File: src/include/mcb_pkg.sv
// What this block does
// [RULE1] Soft mute set: attenuator steps down 0.5dB at a time to infinite.
// [RULE2] Soft mute cleared: attenuator steps back up to the programmed level.
// [RULE3] Output disable bit routes amplifier input to common-mode level; reset 0.
// [RULE4] Roll-off bit: 0 sharp (reset), 1 slow.
// [RULE5] Clock-out half-rate bit: 0 full rate (reset), 1 half rate.
// [RULE6] Clock-out disable bit: 0 drives clock, 1 holds pin low.
// [RULE7] Three-bit format field selects audio format; reset 000.
// [RULE8] De-emphasis rate field: 00 44.1k, 01 48k, 10 32k, 11 reserved.
// [RULE9] De-emphasis enable bit turns de-emphasis on for all channels together.
// [RULE10] Phase bit: 0 normal, 1 inverted output polarity.
// [RULE11] Zero-flag polarity: 0 high on zero, 1 low on zero.
// [RULE12] Auto-increment bit enables auto-increment reads; 0 single reads only.
// [RULE13] Read index names the register a single read returns; reset 01h.
// [RULE14] In auto-increment reads the read index is the last register returned.
// [RULE15] Aux output enable 1 drives the six aux bits onto the shared pins.
// [RULE16] Aux output enable 0 puts zero flags on the shared pins.
// [RULE17] Oversampling bit at high clock ratios: 0 gives 64x, 1 gives 128x.
// [RULE18] Oversampling bit at 128/192 ratios: 0 gives 32x, 1 gives 64x.
// [RULE19] Host should set oversampling bit at 192kHz with low clock ratios.
// [RULE20] Word bit 15 selects direction: 0 write, 1 read.
// [RULE21] Attenuator moves one 0.5dB step every eight sample periods.
// [RULE22] Codes 0 to 128 are infinite attenuation; soft mute ramps there.
// [RULE23] Zero condition after 1024 consecutive zero samples, per channel.
// [RULE24] Bits 14:8 select target register; reserved bits written as zero.
package mcb_pkg;
    localparam int NCH = 6;
    localparam logic [6:0] IDX_ATT_FIRST = 7'h01;
    localparam logic [6:0] IDX_ATT_LAST = 7'h06;
    localparam logic [6:0] IDX_MUTE = 7'h07;
    localparam logic [6:0] IDX_OUTSW = 7'h08;
    localparam logic [6:0] IDX_FCF = 7'h09;
    localparam logic [6:0] IDX_DEP = 7'h0A;
    localparam logic [6:0] IDX_RDB = 7'h0B;
    localparam logic [6:0] IDX_AUX = 7'h0C;
    localparam int WORD_RW_BIT = 15;
    localparam int WORD_IDX_LSB = 8;
    localparam logic [7:0] ATT_RESET = 8'hFF;
    localparam logic [7:0] ATT_MUTE_CODE = 8'h80;
    localparam logic [6:0] READ_INDEX_RESET = 7'h01;
    localparam int STEP_SAMPLES = 8;
    localparam int ZERO_SAMPLES = 1024;
    localparam logic [2:0] STEP_CNT_MAX = 3'h7;
    localparam logic [10:0] ZERO_CNT_MAX = 11'h400;
    // Field positions within data byte.
    localparam int FCF_FMT_LSB = 0;
    localparam int FCF_CLKOFF = 3;
    localparam int FCF_HALF = 4;
    localparam int FCF_ROLL = 5;
    localparam int DEP_EN = 0;
    localparam int DEP_RATE_LSB = 3;
    localparam int DEP_PHASE = 5;
    localparam int DEP_ZPOL = 6;
    localparam int RDB_INC = 7;
    localparam int AUX_EN = 6;
    localparam int AUX_OVER = 7;
endpackage

File: src/mcb_att_ramp.sv
`timescale 1ns/100ps
// One channel's attenuator ramp and zero detector.
module mcb_att_ramp (
    input wire logic clk, // System clock.
    input wire logic rst, // Asynchronous reset, active high.
    input wire logic step_en, // One pulse per eight sample periods.
    input wire logic sample_en, // One pulse per sample period.
    input wire logic [7:0] target, // Programmed attenuation level.
    input wire logic mute, // Soft mute request.
    input wire logic data_zero, // Channel sample is zero this period.
    output logic [7:0] level, // Present attenuator level.
    output logic zero // Zero condition detected.
);
    typedef struct packed {
        logic [7:0] level;
        logic [10:0] zcnt;
        logic zero;
    } mcb_ramp_s;
    mcb_ramp_s r, next_r;
    logic [7:0] goal;

    always_comb begin
        next_r = r;
        // Anything at or below the mute code is already infinite attenuation.
        goal = (mute || target <= mcb_pkg::ATT_MUTE_CODE) ? mcb_pkg::ATT_MUTE_CODE : target; // [RULE22]
        if (r.level < mcb_pkg::ATT_MUTE_CODE) begin
            next_r.level = mcb_pkg::ATT_MUTE_CODE;
        end else if (step_en) begin
            if (r.level > goal) begin
                next_r.level = r.level - 8'h01; // [RULE1] [RULE21]
            end else if (r.level < goal) begin
                next_r.level = r.level + 8'h01; // [RULE2] [RULE21]
            end
        end
        if (sample_en) begin
            if (!data_zero) begin
                next_r.zcnt = 11'h000;
            end else if (r.zcnt != mcb_pkg::ZERO_CNT_MAX) begin
                next_r.zcnt = r.zcnt + 11'h001;
            end
        end
        next_r.zero = (next_r.zcnt == mcb_pkg::ZERO_CNT_MAX); // [RULE23]
    end

    always_ff @(posedge clk or posedge rst) begin
        if (rst) begin
            r <= '{level: mcb_pkg::ATT_RESET, zcnt: 11'h000, zero: 1'b0};
        end else begin
            r <= next_r;
        end
    end

    assign level = r.level;
    assign zero = r.zero;
endmodule

File: src/mcb_mode_ctrl.sv
`timescale 1ns/100ps
// Mode-control register bank. Words arrive already deserialised from the
// control port; read data is returned as a word per request.
module mcb_mode_ctrl (
    input wire logic clk, // System clock.
    input wire logic rst, // Asynchronous reset, active high.
    input wire logic word_valid, // One-cycle strobe: a 16-bit control word.
    input wire logic [15:0] word_in, // Control word: direction, index, data.
    input wire logic rd_next, // One-cycle strobe: next word of a read sequence.
    input wire logic sample_tick, // Sample-rate tick; its rising edge marks each period.
    input wire logic [5:0] data_zero, // Per-channel zero sample this period.
    input wire logic sysclk_in_pin, // Input system clock, from a pin.
    output logic rd_valid, // Read word valid, one cycle.
    output logic [15:0] rd_word, // Read word.
    output logic rd_last, // Last word of the read sequence.
    output logic [47:0] channel_attenuation_level, // Six live attenuator levels.
    output logic [5:0] channel_output_disable, // 1: amp input at common mode.
    output logic rolloff_select, // 0 sharp, 1 slow.
    output logic [2:0] audio_format_select, // Audio data format code.
    output logic [1:0] deemphasis_rate_select, // De-emphasis rate code.
    output logic deemphasis_enable_all, // De-emphasis on for all channels.
    output logic output_phase_invert, // Invert output polarity.
    output logic oversample_high, // Oversampling bit.
    output logic system_clock_out_pin, // System clock out, full/half/low.
    output logic [5:0] shared_pins, // Zero flags or aux outputs.
    output logic all_zero_flag // All channels in zero condition.
);
    typedef struct packed {
        logic [1:0] ck_sync;
        logic [1:0] ts_sync;
        logic ts_prev;
        logic ck_div;
        logic ck_out;
        logic [2:0] step_cnt;
        logic step_en;
        logic samp_en;
        logic [47:0] att;
        logic [5:0] mute;
        logic [5:0] outsw;
        logic [5:0] fcf;
        logic [6:0] dep;
        logic [7:0] rdb;
        logic [7:0] aux;
        logic [6:0] rd_ptr;
        logic rd_busy;
        logic rd_valid;
        logic [15:0] rd_word;
        logic rd_last;
        logic [5:0] pins;
        logic zall;
        logic [47:0] lvl;
        logic [5:0] outsw_q;
        logic [2:0] fmt_q;
        logic [1:0] dmf_q;
        logic roll_q;
        logic dmc_q;
        logic phase_q;
        logic over_q;
    } mcb_bank_s;
    mcb_bank_s r, next_r;

    logic [47:0] live_level;
    logic [5:0] live_zero;
    logic [5:0] zflag;

    function automatic logic [7:0] reg_read(input mcb_bank_s s, input logic [6:0] idx);
        logic [7:0] v;
        v = 8'h00;
        if (idx >= mcb_pkg::IDX_ATT_FIRST && idx <= mcb_pkg::IDX_ATT_LAST) begin
            v = s.att[8 * (idx - 7'h01) +: 8];
        end else begin
            case (idx)
                mcb_pkg::IDX_MUTE: v = {2'h0, s.mute};
                mcb_pkg::IDX_OUTSW: v = {2'h0, s.outsw};
                mcb_pkg::IDX_FCF: v = {2'h0, s.fcf};
                mcb_pkg::IDX_DEP: v = {1'h0, s.dep};
                mcb_pkg::IDX_RDB: v = s.rdb;
                mcb_pkg::IDX_AUX: v = s.aux;
                default: v = 8'h00;
            endcase
        end
        return v;
    endfunction

    function automatic logic [15:0] read_word(input mcb_bank_s s, input logic [6:0] idx);
        return {1'b1, idx, reg_read(s, idx)};
    endfunction

    genvar g;
    generate
        for (g = 0; g < mcb_pkg::NCH; g++) begin : g_ch
            mcb_att_ramp u_ramp (
                .clk(clk),
                .rst(rst),
                .step_en(r.step_en),
                .sample_en(r.samp_en),
                .target(r.att[8 * g +: 8]),
                .mute(r.mute[g]),
                .data_zero(data_zero[g]),
                .level(live_level[8 * g +: 8]),
                .zero(live_zero[g])
            );
        end
    endgenerate

    always_comb begin
        logic [6:0] idx;
        logic [7:0] d;
        idx = word_in[14:8]; // [RULE24]
        d = word_in[7:0];
        next_r = r;
        next_r.ck_sync = {r.ck_sync[0], sysclk_in_pin};
        next_r.ts_sync = {r.ts_sync[0], sample_tick};
        next_r.ts_prev = r.ts_sync[1];
        next_r.samp_en = r.ts_sync[1] && !r.ts_prev;
        next_r.step_en = 1'b0;
        if (r.samp_en) begin
            next_r.step_cnt = r.step_cnt + 3'h1;
            next_r.step_en = (r.step_cnt == mcb_pkg::STEP_CNT_MAX); // [RULE21]
        end
        // The sampled input clock is divided in this domain, so the output
        // is only a faithful copy when the pin clock is well below clk/4.
        if (r.ck_sync[1] && !r.ck_div) begin
            next_r.ck_out = ~r.ck_out;
        end
        next_r.ck_div = r.ck_sync[1];
        if (r.fcf[mcb_pkg::FCF_CLKOFF]) begin
            next_r.ck_out = 1'b0; // [RULE6]
        end else if (!r.fcf[mcb_pkg::FCF_HALF]) begin
            next_r.ck_out = r.ck_sync[1]; // [RULE5]
        end
        next_r.rd_valid = 1'b0;
        next_r.rd_last = 1'b0;
        if (word_valid && !word_in[mcb_pkg::WORD_RW_BIT]) begin // [RULE20]
            if (idx >= mcb_pkg::IDX_ATT_FIRST && idx <= mcb_pkg::IDX_ATT_LAST) begin
                next_r.att[8 * (idx - 7'h01) +: 8] = d;
            end else begin
                case (idx)
                    mcb_pkg::IDX_MUTE: next_r.mute = d[5:0]; // [RULE1] [RULE2]
                    mcb_pkg::IDX_OUTSW: next_r.outsw = d[5:0]; // [RULE3]
                    mcb_pkg::IDX_FCF: next_r.fcf = d[5:0]; // [RULE4] [RULE7]
                    mcb_pkg::IDX_DEP: next_r.dep = d[6:0]; // [RULE8] [RULE9]
                    mcb_pkg::IDX_RDB: next_r.rdb = d; // [RULE12] [RULE13]
                    mcb_pkg::IDX_AUX: next_r.aux = d; // [RULE15] [RULE17]
                    default: next_r.rdb = r.rdb;
                endcase
            end
        end else if (word_valid) begin
            next_r.rd_valid = 1'b1;
            if (r.rdb[mcb_pkg::RDB_INC]) begin
                // Auto-increment walks from the first register to the index.
                next_r.rd_word = read_word(r, mcb_pkg::IDX_ATT_FIRST); // [RULE14]
                next_r.rd_ptr = mcb_pkg::IDX_ATT_FIRST;
                next_r.rd_last = (r.rdb[6:0] <= mcb_pkg::IDX_ATT_FIRST);
                next_r.rd_busy = !next_r.rd_last;
            end else begin
                next_r.rd_word = read_word(r, r.rdb[6:0]); // [RULE13]
                next_r.rd_last = 1'b1;
                next_r.rd_busy = 1'b0;
            end
        end else if (rd_next && r.rd_busy) begin
            next_r.rd_ptr = r.rd_ptr + 7'h01;
            next_r.rd_valid = 1'b1;
            next_r.rd_word = read_word(r, next_r.rd_ptr);
            next_r.rd_last = (next_r.rd_ptr >= r.rdb[6:0]); // [RULE14] [RULE12]
            next_r.rd_busy = !next_r.rd_last;
        end
        for (int i = 0; i < mcb_pkg::NCH; i++) begin
            next_r.pins[i] = r.aux[mcb_pkg::AUX_EN] ? r.aux[i] : zflag[i]; // [RULE15] [RULE16]
        end
        next_r.zall = &live_zero ^ r.dep[mcb_pkg::DEP_ZPOL]; // [RULE11]
        next_r.lvl = live_level;
        next_r.outsw_q = r.outsw;
        next_r.fmt_q = r.fcf[mcb_pkg::FCF_FMT_LSB +: 3];
        next_r.roll_q = r.fcf[mcb_pkg::FCF_ROLL];
        next_r.dmf_q = r.dep[mcb_pkg::DEP_RATE_LSB +: 2];
        next_r.dmc_q = r.dep[mcb_pkg::DEP_EN];
        next_r.phase_q = r.dep[mcb_pkg::DEP_PHASE]; // [RULE10]
        next_r.over_q = r.aux[mcb_pkg::AUX_OVER]; // [RULE17] [RULE18]
    end

    assign zflag = live_zero ^ {6{r.dep[mcb_pkg::DEP_ZPOL]}}; // [RULE11]

    always_ff @(posedge clk or posedge rst) begin
        if (rst) begin
            r <= '0;
            r.att <= {6{mcb_pkg::ATT_RESET}};
            r.lvl <= {6{mcb_pkg::ATT_RESET}};
            r.rdb <= {1'b0, mcb_pkg::READ_INDEX_RESET};
        end else begin
            r <= next_r;
        end
    end

    assign rd_valid = r.rd_valid;
    assign rd_word = r.rd_word;
    assign rd_last = r.rd_last;
    assign channel_attenuation_level = r.lvl;
    assign channel_output_disable = r.outsw_q;
    assign rolloff_select = r.roll_q;
    assign audio_format_select = r.fmt_q;
    assign deemphasis_rate_select = r.dmf_q;
    assign deemphasis_enable_all = r.dmc_q;
    assign output_phase_invert = r.phase_q;
    assign oversample_high = r.over_q;
    assign system_clock_out_pin = r.ck_out;
    assign shared_pins = r.pins;
    assign all_zero_flag = r.zall;
endmodule

File: config.mk
export PLATFORM = sky130hd
export DESIGN_NAME = mcb_mode_ctrl
export DESIGN_NICKNAME = d
export VERILOG_FILES = /design/src/include/mcb_pkg.sv /design/src/mcb_att_ramp.sv /design/src/mcb_mode_ctrl.sv
export SDC_FILE = /design/constraint.sdc
export NUM_CORES = 1
export LEC_CHECK = 0
export CAP_MARGIN = 20
export CELL_PAD_IN_SITES_DETAIL_PLACEMENT = 0
export CELL_PAD_IN_SITES_GLOBAL_PLACEMENT = 1
export CORE_ASPECT_RATIO = 1.25
export CORE_MARGIN = 2
export CORE_UTILIZATION = 50
export CTS_CLUSTER_DIAMETER = 120
export DETAILED_ROUTE_END_ITERATION = 7
export DONT_BUFFER_PORTS = 1
export PLACE_DENSITY_LB_ADDON = 0.1
export SYNTH_ARGS = -nofsm -noshare
export SYNTH_HDL_FRONTEND = slang
export SYNTH_HIERARCHICAL = 1
export SYNTH_SLANG_ARGS = --single-unit
File: constraint.sdc
create_clock -name clk -period 6.4 [get_ports clk]
set_input_delay 0.32 -clock clk [delete_from_list [all_inputs] [get_ports clk]]
set_output_delay 0.32 -clock clk [all_outputs]
set_load 0.01 [all_outputs]
After elaboration in Yosys (flattened, before gate mapping):

Index checks and enable logic that the tools add are counted.

* add/sub/neg operators: 24
* $lt $le $gt $ge: 32
* equality and inequality tests: 33
* shift-type cells: 4
* multiplexer cells: 69
* bitwise gates (word level): 5
* reductions and logical operators: 47

Operators with widths (count)
* $mux 8: 32
* $mux 11: 18
* $eq 7x4->1 const B: 15
* $pmux 8 s6: 2
* $shiftx 48x33->8: 2
* $add 11x1->11 const B: 6
* $eq 11x11->1 const B: 6
* $ne 11x11->1 const B: 6
* $mux 26: 2
* $add 8x1->8 const B: 6
* $bwmux 48: 1
* $gt 8x8->1: 6
* $le 8x8->1 const B: 6
* $lt 8x8->1: 6
* $lt 8x8->1 const B: 6
* $shift 8x34->48 const A: 1
* $shiftx 8x34->48: 1
* $sub 8x1->8 const B: 6
* $neg 32->34: 1
* $sub 7x1->8 const B: 3
* $eq 7x3->1 const B: 3
* $ge 7x1->1 const B: 3
* $le 7x3->1 const B: 3
* $reduce_and 3->1: 7
* 21 further kinds: 66

* register bits: 317
* input bits: 28
* output and inout bits: 89

Depth between registers and ports, before layout:

* depth after elaboration: 8
* mapped depth: 17
* gate-level depth less buffers: 15

Hierarchy:

Netlist, hierarchy kept.

By module, submodules not included
* mcb_mode_ctrl: times used 1, cells an instance 931, area each 10645.2 um^2, seq. area each 5051.1 um^2
* mcb_att_ramp at g_ch[1].u_ramp ...: times used 3, cells an instance 173, area each 1594.0 um^2, seq. area each 510.5 um^2
* mcb_att_ramp at g_ch[5].u_ramp: times used 1, cells an instance 193, area each 1697.9 um^2, seq. area each 510.5 um^2
* mcb_att_ramp at g_ch[4].u_ramp: times used 1, cells an instance 182, area each 1657.8 um^2, seq. area each 510.5 um^2
* mcb_att_ramp at g_ch[0].u_ramp: times used 1, cells an instance 179, area each 1617.8 um^2, seq. area each 510.5 um^2

Least setup slack after synthesis:

OpenSTA, ideal clock, no wires.

* path kind: register -> register
* start: register r[144] (netlist name)
* end: register g_ch[0].u_ramp.r, in the netlist g_ch[0].u_ramp/level[7]
* library setup time: 0.092 ns
* data arrival time: 3.394 ns
* data required time: 6.308 ns
* slack: 2.914 ns
* stages on the path, launching flop included: 16
* path through: dfstp_2 > nor2b_1 > nand2_1 > ha_1 > nor2b_1 > o211a_1 > o21ba_2 > o21ai_0 > inv_1 > ha_1 > a21o_1 > a211oi_1 > nor2_1 > o41ai_1 > xor2_1 > nand2_1

* longest elaborated chain between the ends: 7
* elaborated cells between the ends (all ways): 10
* those cells by class: 3 x order compare; 4 x mux; 3 x reduce/logical

RTL lines
* start: declaration: RTL line mcb_mode_ctrl.sv:60 `mcb_bank_s r, next_r;`
* start signal: assignment: RTL line mcb_mode_ctrl.sv:191 `r <= next_r;`
* $le 8x8->1: RTL line mcb_att_ramp.sv:25 `goal = (mute || target <= mcb_pkg::ATT_MUTE_CODE) ? mcb_pkg::ATT_MUTE_CODE : target;`
* $logic_or 1x1->1: RTL line mcb_att_ramp.sv:25
* $mux 8 (*): RTL line mcb_att_ramp.sv:25
* $gt 8x8->1: RTL line mcb_att_ramp.sv:29 `if (r.level > goal) begin`
* $mux 8: RTL line mcb_att_ramp.sv:29
* $mux 8: RTL line mcb_att_ramp.sv:28 `end else if (step_en) begin`
* $mux 8: RTL line mcb_att_ramp.sv:26 `if (r.level < mcb_pkg::ATT_MUTE_CODE) begin`
* end signal: assignment: RTL line mcb_att_ramp.sv:47 `r <= '{level: mcb_pkg::ATT_RESET, zcnt: 11'h000, zero: 1'b0};`
* end signal: assignment: RTL line mcb_att_ramp.sv:49 `r <= next_r;`
* end: declaration: RTL line mcb_att_ramp.sv:19 `mcb_ramp_s r, next_r;`

Mark *: on every way between the ends. The rest lies on a longest branch, timed or not. The select of a mux whose other input is x is not followed.
A chain may end at the register's enable or synchronous reset.

Final worst setup path:

* start: register r[168] (netlist name)
* end: register g_ch[3].u_ramp.r, in the netlist g_ch[3].u_ramp/level[7]

* longest elaborated chain between the ends: 7
* elaborated cells between the ends (all ways): 10
* those cells by class: 3 x order compare; 4 x mux; 3 x reduce/logical

RTL lines (RTL line)
* $le 8x8->1: mcb_att_ramp.sv:25
* $logic_or 1x1->1: mcb_att_ramp.sv:25
* $mux 8 (*): mcb_att_ramp.sv:25
* $gt 8x8->1: mcb_att_ramp.sv:29
* $mux 8: mcb_att_ramp.sv:29
* $mux 8: mcb_att_ramp.sv:28
* $mux 8: mcb_att_ramp.sv:26
* end signal: assignment: mcb_att_ramp.sv:47
* end signal: assignment: mcb_att_ramp.sv:49
* end: declaration: mcb_att_ramp.sv:19

Marks and branches as above.

==> impl_metrics.env <==
export IMPL_outcome="finished clean"
export IMPL_syn2layout_area_growth_pct=4.45
export IMPL_post_drt_via_cell_ratio=5.90
export IMPL_syn_area_per_cell_sq_um=10.2
export IMPL_synth_top_area_share_pct=21.1
export IMPL_clock_skew_ns=0.0241
export IMPL_synth_cell_area_sq_um=20400
export IMPL_grt_first_pass_wirelength_microns=82500
export IMPL_worst_path_max_fanout=7
export IMPL_final_hold_worst_slack_ns=0.0225
export IMPL_post_synth_num_cell_types=104
export IMPL_static_leakage_power_nw=9.12
export IMPL_critPathLaunchType="flop"
export IMPL_slew_headroom_pct=30.8
export IMPL_final_layout_size_suffix_gt1_share_pct=21.3
export IMPL_cap_viol_max_count=0
export IMPL_place_inst=2359
export IMPL_half_perimeter_wire_length_after_placement_microns=36700
export IMPL_grt_busiest_layer="met2"
export IMPL_final_clock_period_utilization_by_the_worst_path_pct=62.1
export IMPL_worst_path_setup_slack_after_routing_ns=2.43
export IMPL_dr_pass1_iters=5
export IMPL_core_sq_um=40200
export IMPL_worstSkewPairLatency_ns=0.55
export IMPL_vdd_ir_drop_worst_mv=0.226
export IMPL_synthTopCellsByArea="sky130_fd_sc_hd__dfrtp_1 (21%), sky130_fd_sc_hd__dfstp_2 (19%), sky130_fd_sc_hd__ha_1 (7.9%)"
export IMPL_gr_usage_met3_pct=4.12
export IMPL_finish_instance_area_sq_um=21300
export IMPL_ys_warn_count=6
export IMPL_post_synth_inst_count=2004
export IMPL_cts_buffers=36
export IMPL_drt_iter0_markers=792
export IMPL_delay_of_the_slowest_critical_path_stage_ns=0.54
export IMPL_floorplan_io_pins=117
export IMPL_tightestPinTransition_ns=1.03
export IMPL_slew_violations=0
export IMPL_grt_start_max_net_pins=126
export IMPL_setup_tns_ns=0
export IMPL_final_antenna_net_count=0
export IMPL_ctsLongestPathBuffers=3
export IMPL_cp_arrival_ns=4.42
export IMPL_timing_fmax_ghz=0.252
export IMPL_htree_num_levels=2
export IMPL_floorplan_die_width_microns=185
export IMPL_stdcell_count=2446
export IMPL_register_clock_pin_slew_on_the_reported_worst_setup_and_hold_paths_ns=0.06
export IMPL_placementRows=82
export IMPL_worst_setup_path_type="reg -> reg"
export IMPL_number_of_global_route_vias_before_repair=14400
export IMPL_grt_antenna_before_repair=0
export IMPL_critical_path_required_ns=6.84
export IMPL_final_period_minus_worst_setup_slack_ns=3.97
export IMPL_synth_nets=2166
export IMPL_synth_edff_count=0
export IMPL_global_route_usage_total_pct=24.6
export IMPL_gr_total_overflow=0
export IMPL_clock_root_buffer_master="sky130_fd_sc_hd__clkbuf_16"
export IMPL_total_power_mw=7.93
export IMPL_synth_commonest_cells="sky130_fd_sc_hd__dfrtp_1 (172), sky130_fd_sc_hd__dfstp_2 (145), sky130_fd_sc_hd__nand2_1 (142)"
export IMPL_finalWeightedCongestion=0.936
export IMPL_met2_use_gr_pct=43.2
export IMPL_netlist_top_cell_by_area="sky130_fd_sc_hd__dfrtp_1"
export IMPL_use_met1_pct=30.6
export IMPL_cellPowerDensity_nw_per_um2=372
export IMPL_initial_utilization_pct=50.7
export IMPL_via_count=14400
export IMPL_i_o_buffers=0
export IMPL_yosys_cell_count_top_type="sky130_fd_sc_hd__dfrtp_1"
export IMPL_worst_setup_end_kind="flop"
export IMPL_timing_critical_path_slowest_stage_cell="sky130_fd_sc_hd__dfstp_2"
export IMPL_place_area_sq_um=19800
export IMPL_final_util_pct=53.0
export IMPL_drc_errors=0
export IMPL_routed_wl_microns=51400
export IMPL_cp_cell_sequence="nor2b_1 > nand2_1 > ha_1 > nor2b_1 > o211a_1 > o21ba_2 > o21ai_0 > inv_1 > ha_1 > a21o_1 > a211oi_1 > nor2_1 > o41ai_1 > xor2_1 > nand2_1"
export IMPL_grt_setup_unrepaired="false"
export IMPL_fin_nets=2032
export IMPL_synth_ff_type="sky130_fd_sc_hd__dfrtp_1"
export IMPL_synth_seq_area_share_pct=39.8
export IMPL_hold_violations=0
export IMPL_holdCritPathClass="in -> reg"
export IMPL_die_height_microns=230
export IMPL_tritoncts_clock_tree="done"
export IMPL_ys_async_sr_fraction_pct=100
export IMPL_wl_per_cell_microns=21.0
export IMPL_die_area_sq_um=42400
export IMPL_finalSetupViolations=0
export IMPL_post_place_ws_ns=2.44
export IMPL_number_of_fill_cells_in_the_layout=3630
export IMPL_clkSinkCount=317
export IMPL_post_cts_resize_count=0
export IMPL_yosys_register_bits=317
-- final timing paths --
| kind | startpoint | endpoint | slack, ns | cells past startpoint |
|---|---|---|---|---|
| max | r[168] | g_ch[3].u_ramp/level[7] | 2.43 | 15 |
| max reg2reg | r[168] | g_ch[3].u_ramp/level[7] | 2.43 | 15 |
| max in group asynchronous | rst | next_r[3] | 4.19 | 3 |
| min in group asynchronous | rst | all_zero_flag | 0.68 | 2 |
| min reg2reg | next_r[196] | next_r[191] | 0.35 | 0 |
| min | data_zero[3] | g_ch[3].u_ramp/r[2] | 0.02 | 2 |
-- per-layer routing --
| metal | vias up | wire, microns |
|---|---|---|
| met5 | - | 0 |
| met1 | 7157 | 21400 |
| li1 | 6823 | - |
| met4 | 0 | 1710 |
| met3 | 92 | 2370 |
| met2 | 351 | 26000 |
-- sequential cells by signal, indices dropped and copies added, names as in the netlist --
register	count
r	89
g_ch.u_ramp/r	66
channel_attenuation_level	48
g_ch.u_ramp/level	48
next_r	19
rd_word	16
channel_output_disable	6
g_ch.u_ramp/zero	6
shared_pins	6
audio_format_select	3
deemphasis_rate_select	2
all_zero_flag	1
deemphasis_enable_all	1
output_phase_invert	1
oversample_high	1
rd_last	1
rd_valid	1
rolloff_select	1
system_clock_out_pin	1
-- cells in the final DEF, fill, tap and decap left out, types with 30 or more instances in the layout --
| cell type | instances |
|---|---|
| sky130_fd_sc_hd__inv_1 | 102 |
| sky130_fd_sc_hd__a21oi_1 | 77 |
| sky130_fd_sc_hd__nand3_1 | 57 |
| sky130_fd_sc_hd__xnor2_1 | 54 |
| sky130_fd_sc_hd__ha_1 | 128 |
| sky130_fd_sc_hd__nor3_1 | 31 |
| sky130_fd_sc_hd__dfstp_2 | 145 |
| sky130_fd_sc_hd__and3_1 | 30 |
| sky130_fd_sc_hd__nand4_1 | 34 |
| sky130_fd_sc_hd__mux2i_1 | 39 |
| sky130_fd_sc_hd__clkbuf_16 | 40 |
| sky130_fd_sc_hd__xor2_1 | 33 |
| sky130_fd_sc_hd__nor2_1 | 132 |
| sky130_fd_sc_hd__nand2_1 | 142 |
| sky130_fd_sc_hd__dfrtp_1 | 171 |
| sky130_fd_sc_hd__a22o_1 | 38 |
| sky130_fd_sc_hd__o21ai_0 | 92 |
| sky130_fd_sc_hd__mux2_2 | 92 |
-- final cells by class --
class	instances	area [sq um]	area share, %
inverters	109	417	1.96
well taps	546	683	3.21
clock buffers	47	1090	5.10
flip-flops and latches	317	8120	38.1
clock inverters	19	179	0.840
diodes	2	5.00	0.0235
multi-input cells	1379	10600	49.6
repair buffers	27	250	1.17
-- critical path: cells and delay by family, from the launching register on --
family / cells / cell delay [ns]
simple gates: 5 / 0.88
buf+inv: 1 / 0.22
fa+ha+maj: 2 / 0.62
compound gates: 6 / 1.43
flops: 1 / 0.54
xor+xnor: 1 / 0.18
-- where the power goes --
| group | internal, mW | switching [mW] |
|---|---|---|
| logic | 1.26 | 1.39 |
| clock network | 1.29 | 0.871 |
| registers | 2.56 | 0.552 |
| total | 5.11 | 2.82 |
-- kinds of logic (layout without fill, tap and decap cells) --
logic type	count (synthesis)	after routing	synth area share [%]
compound gates	417	417	14.5
xor+xnor	87	87	3.74
fa+ha+maj	135	135	8.49
buf+inv	308	202	8.44
flops	317	317	39.8
mux	154	154	9.27
other cells	6	8	0.110
simple gates	580	580	15.7
-- repair_timing --
action	4_1_cts	5_1_grt
hold buffers	19	0
setup buffers	0	0
endpoints found under the hold margin	244	0
No activity file was read; power rests on OpenSTA's default activity.
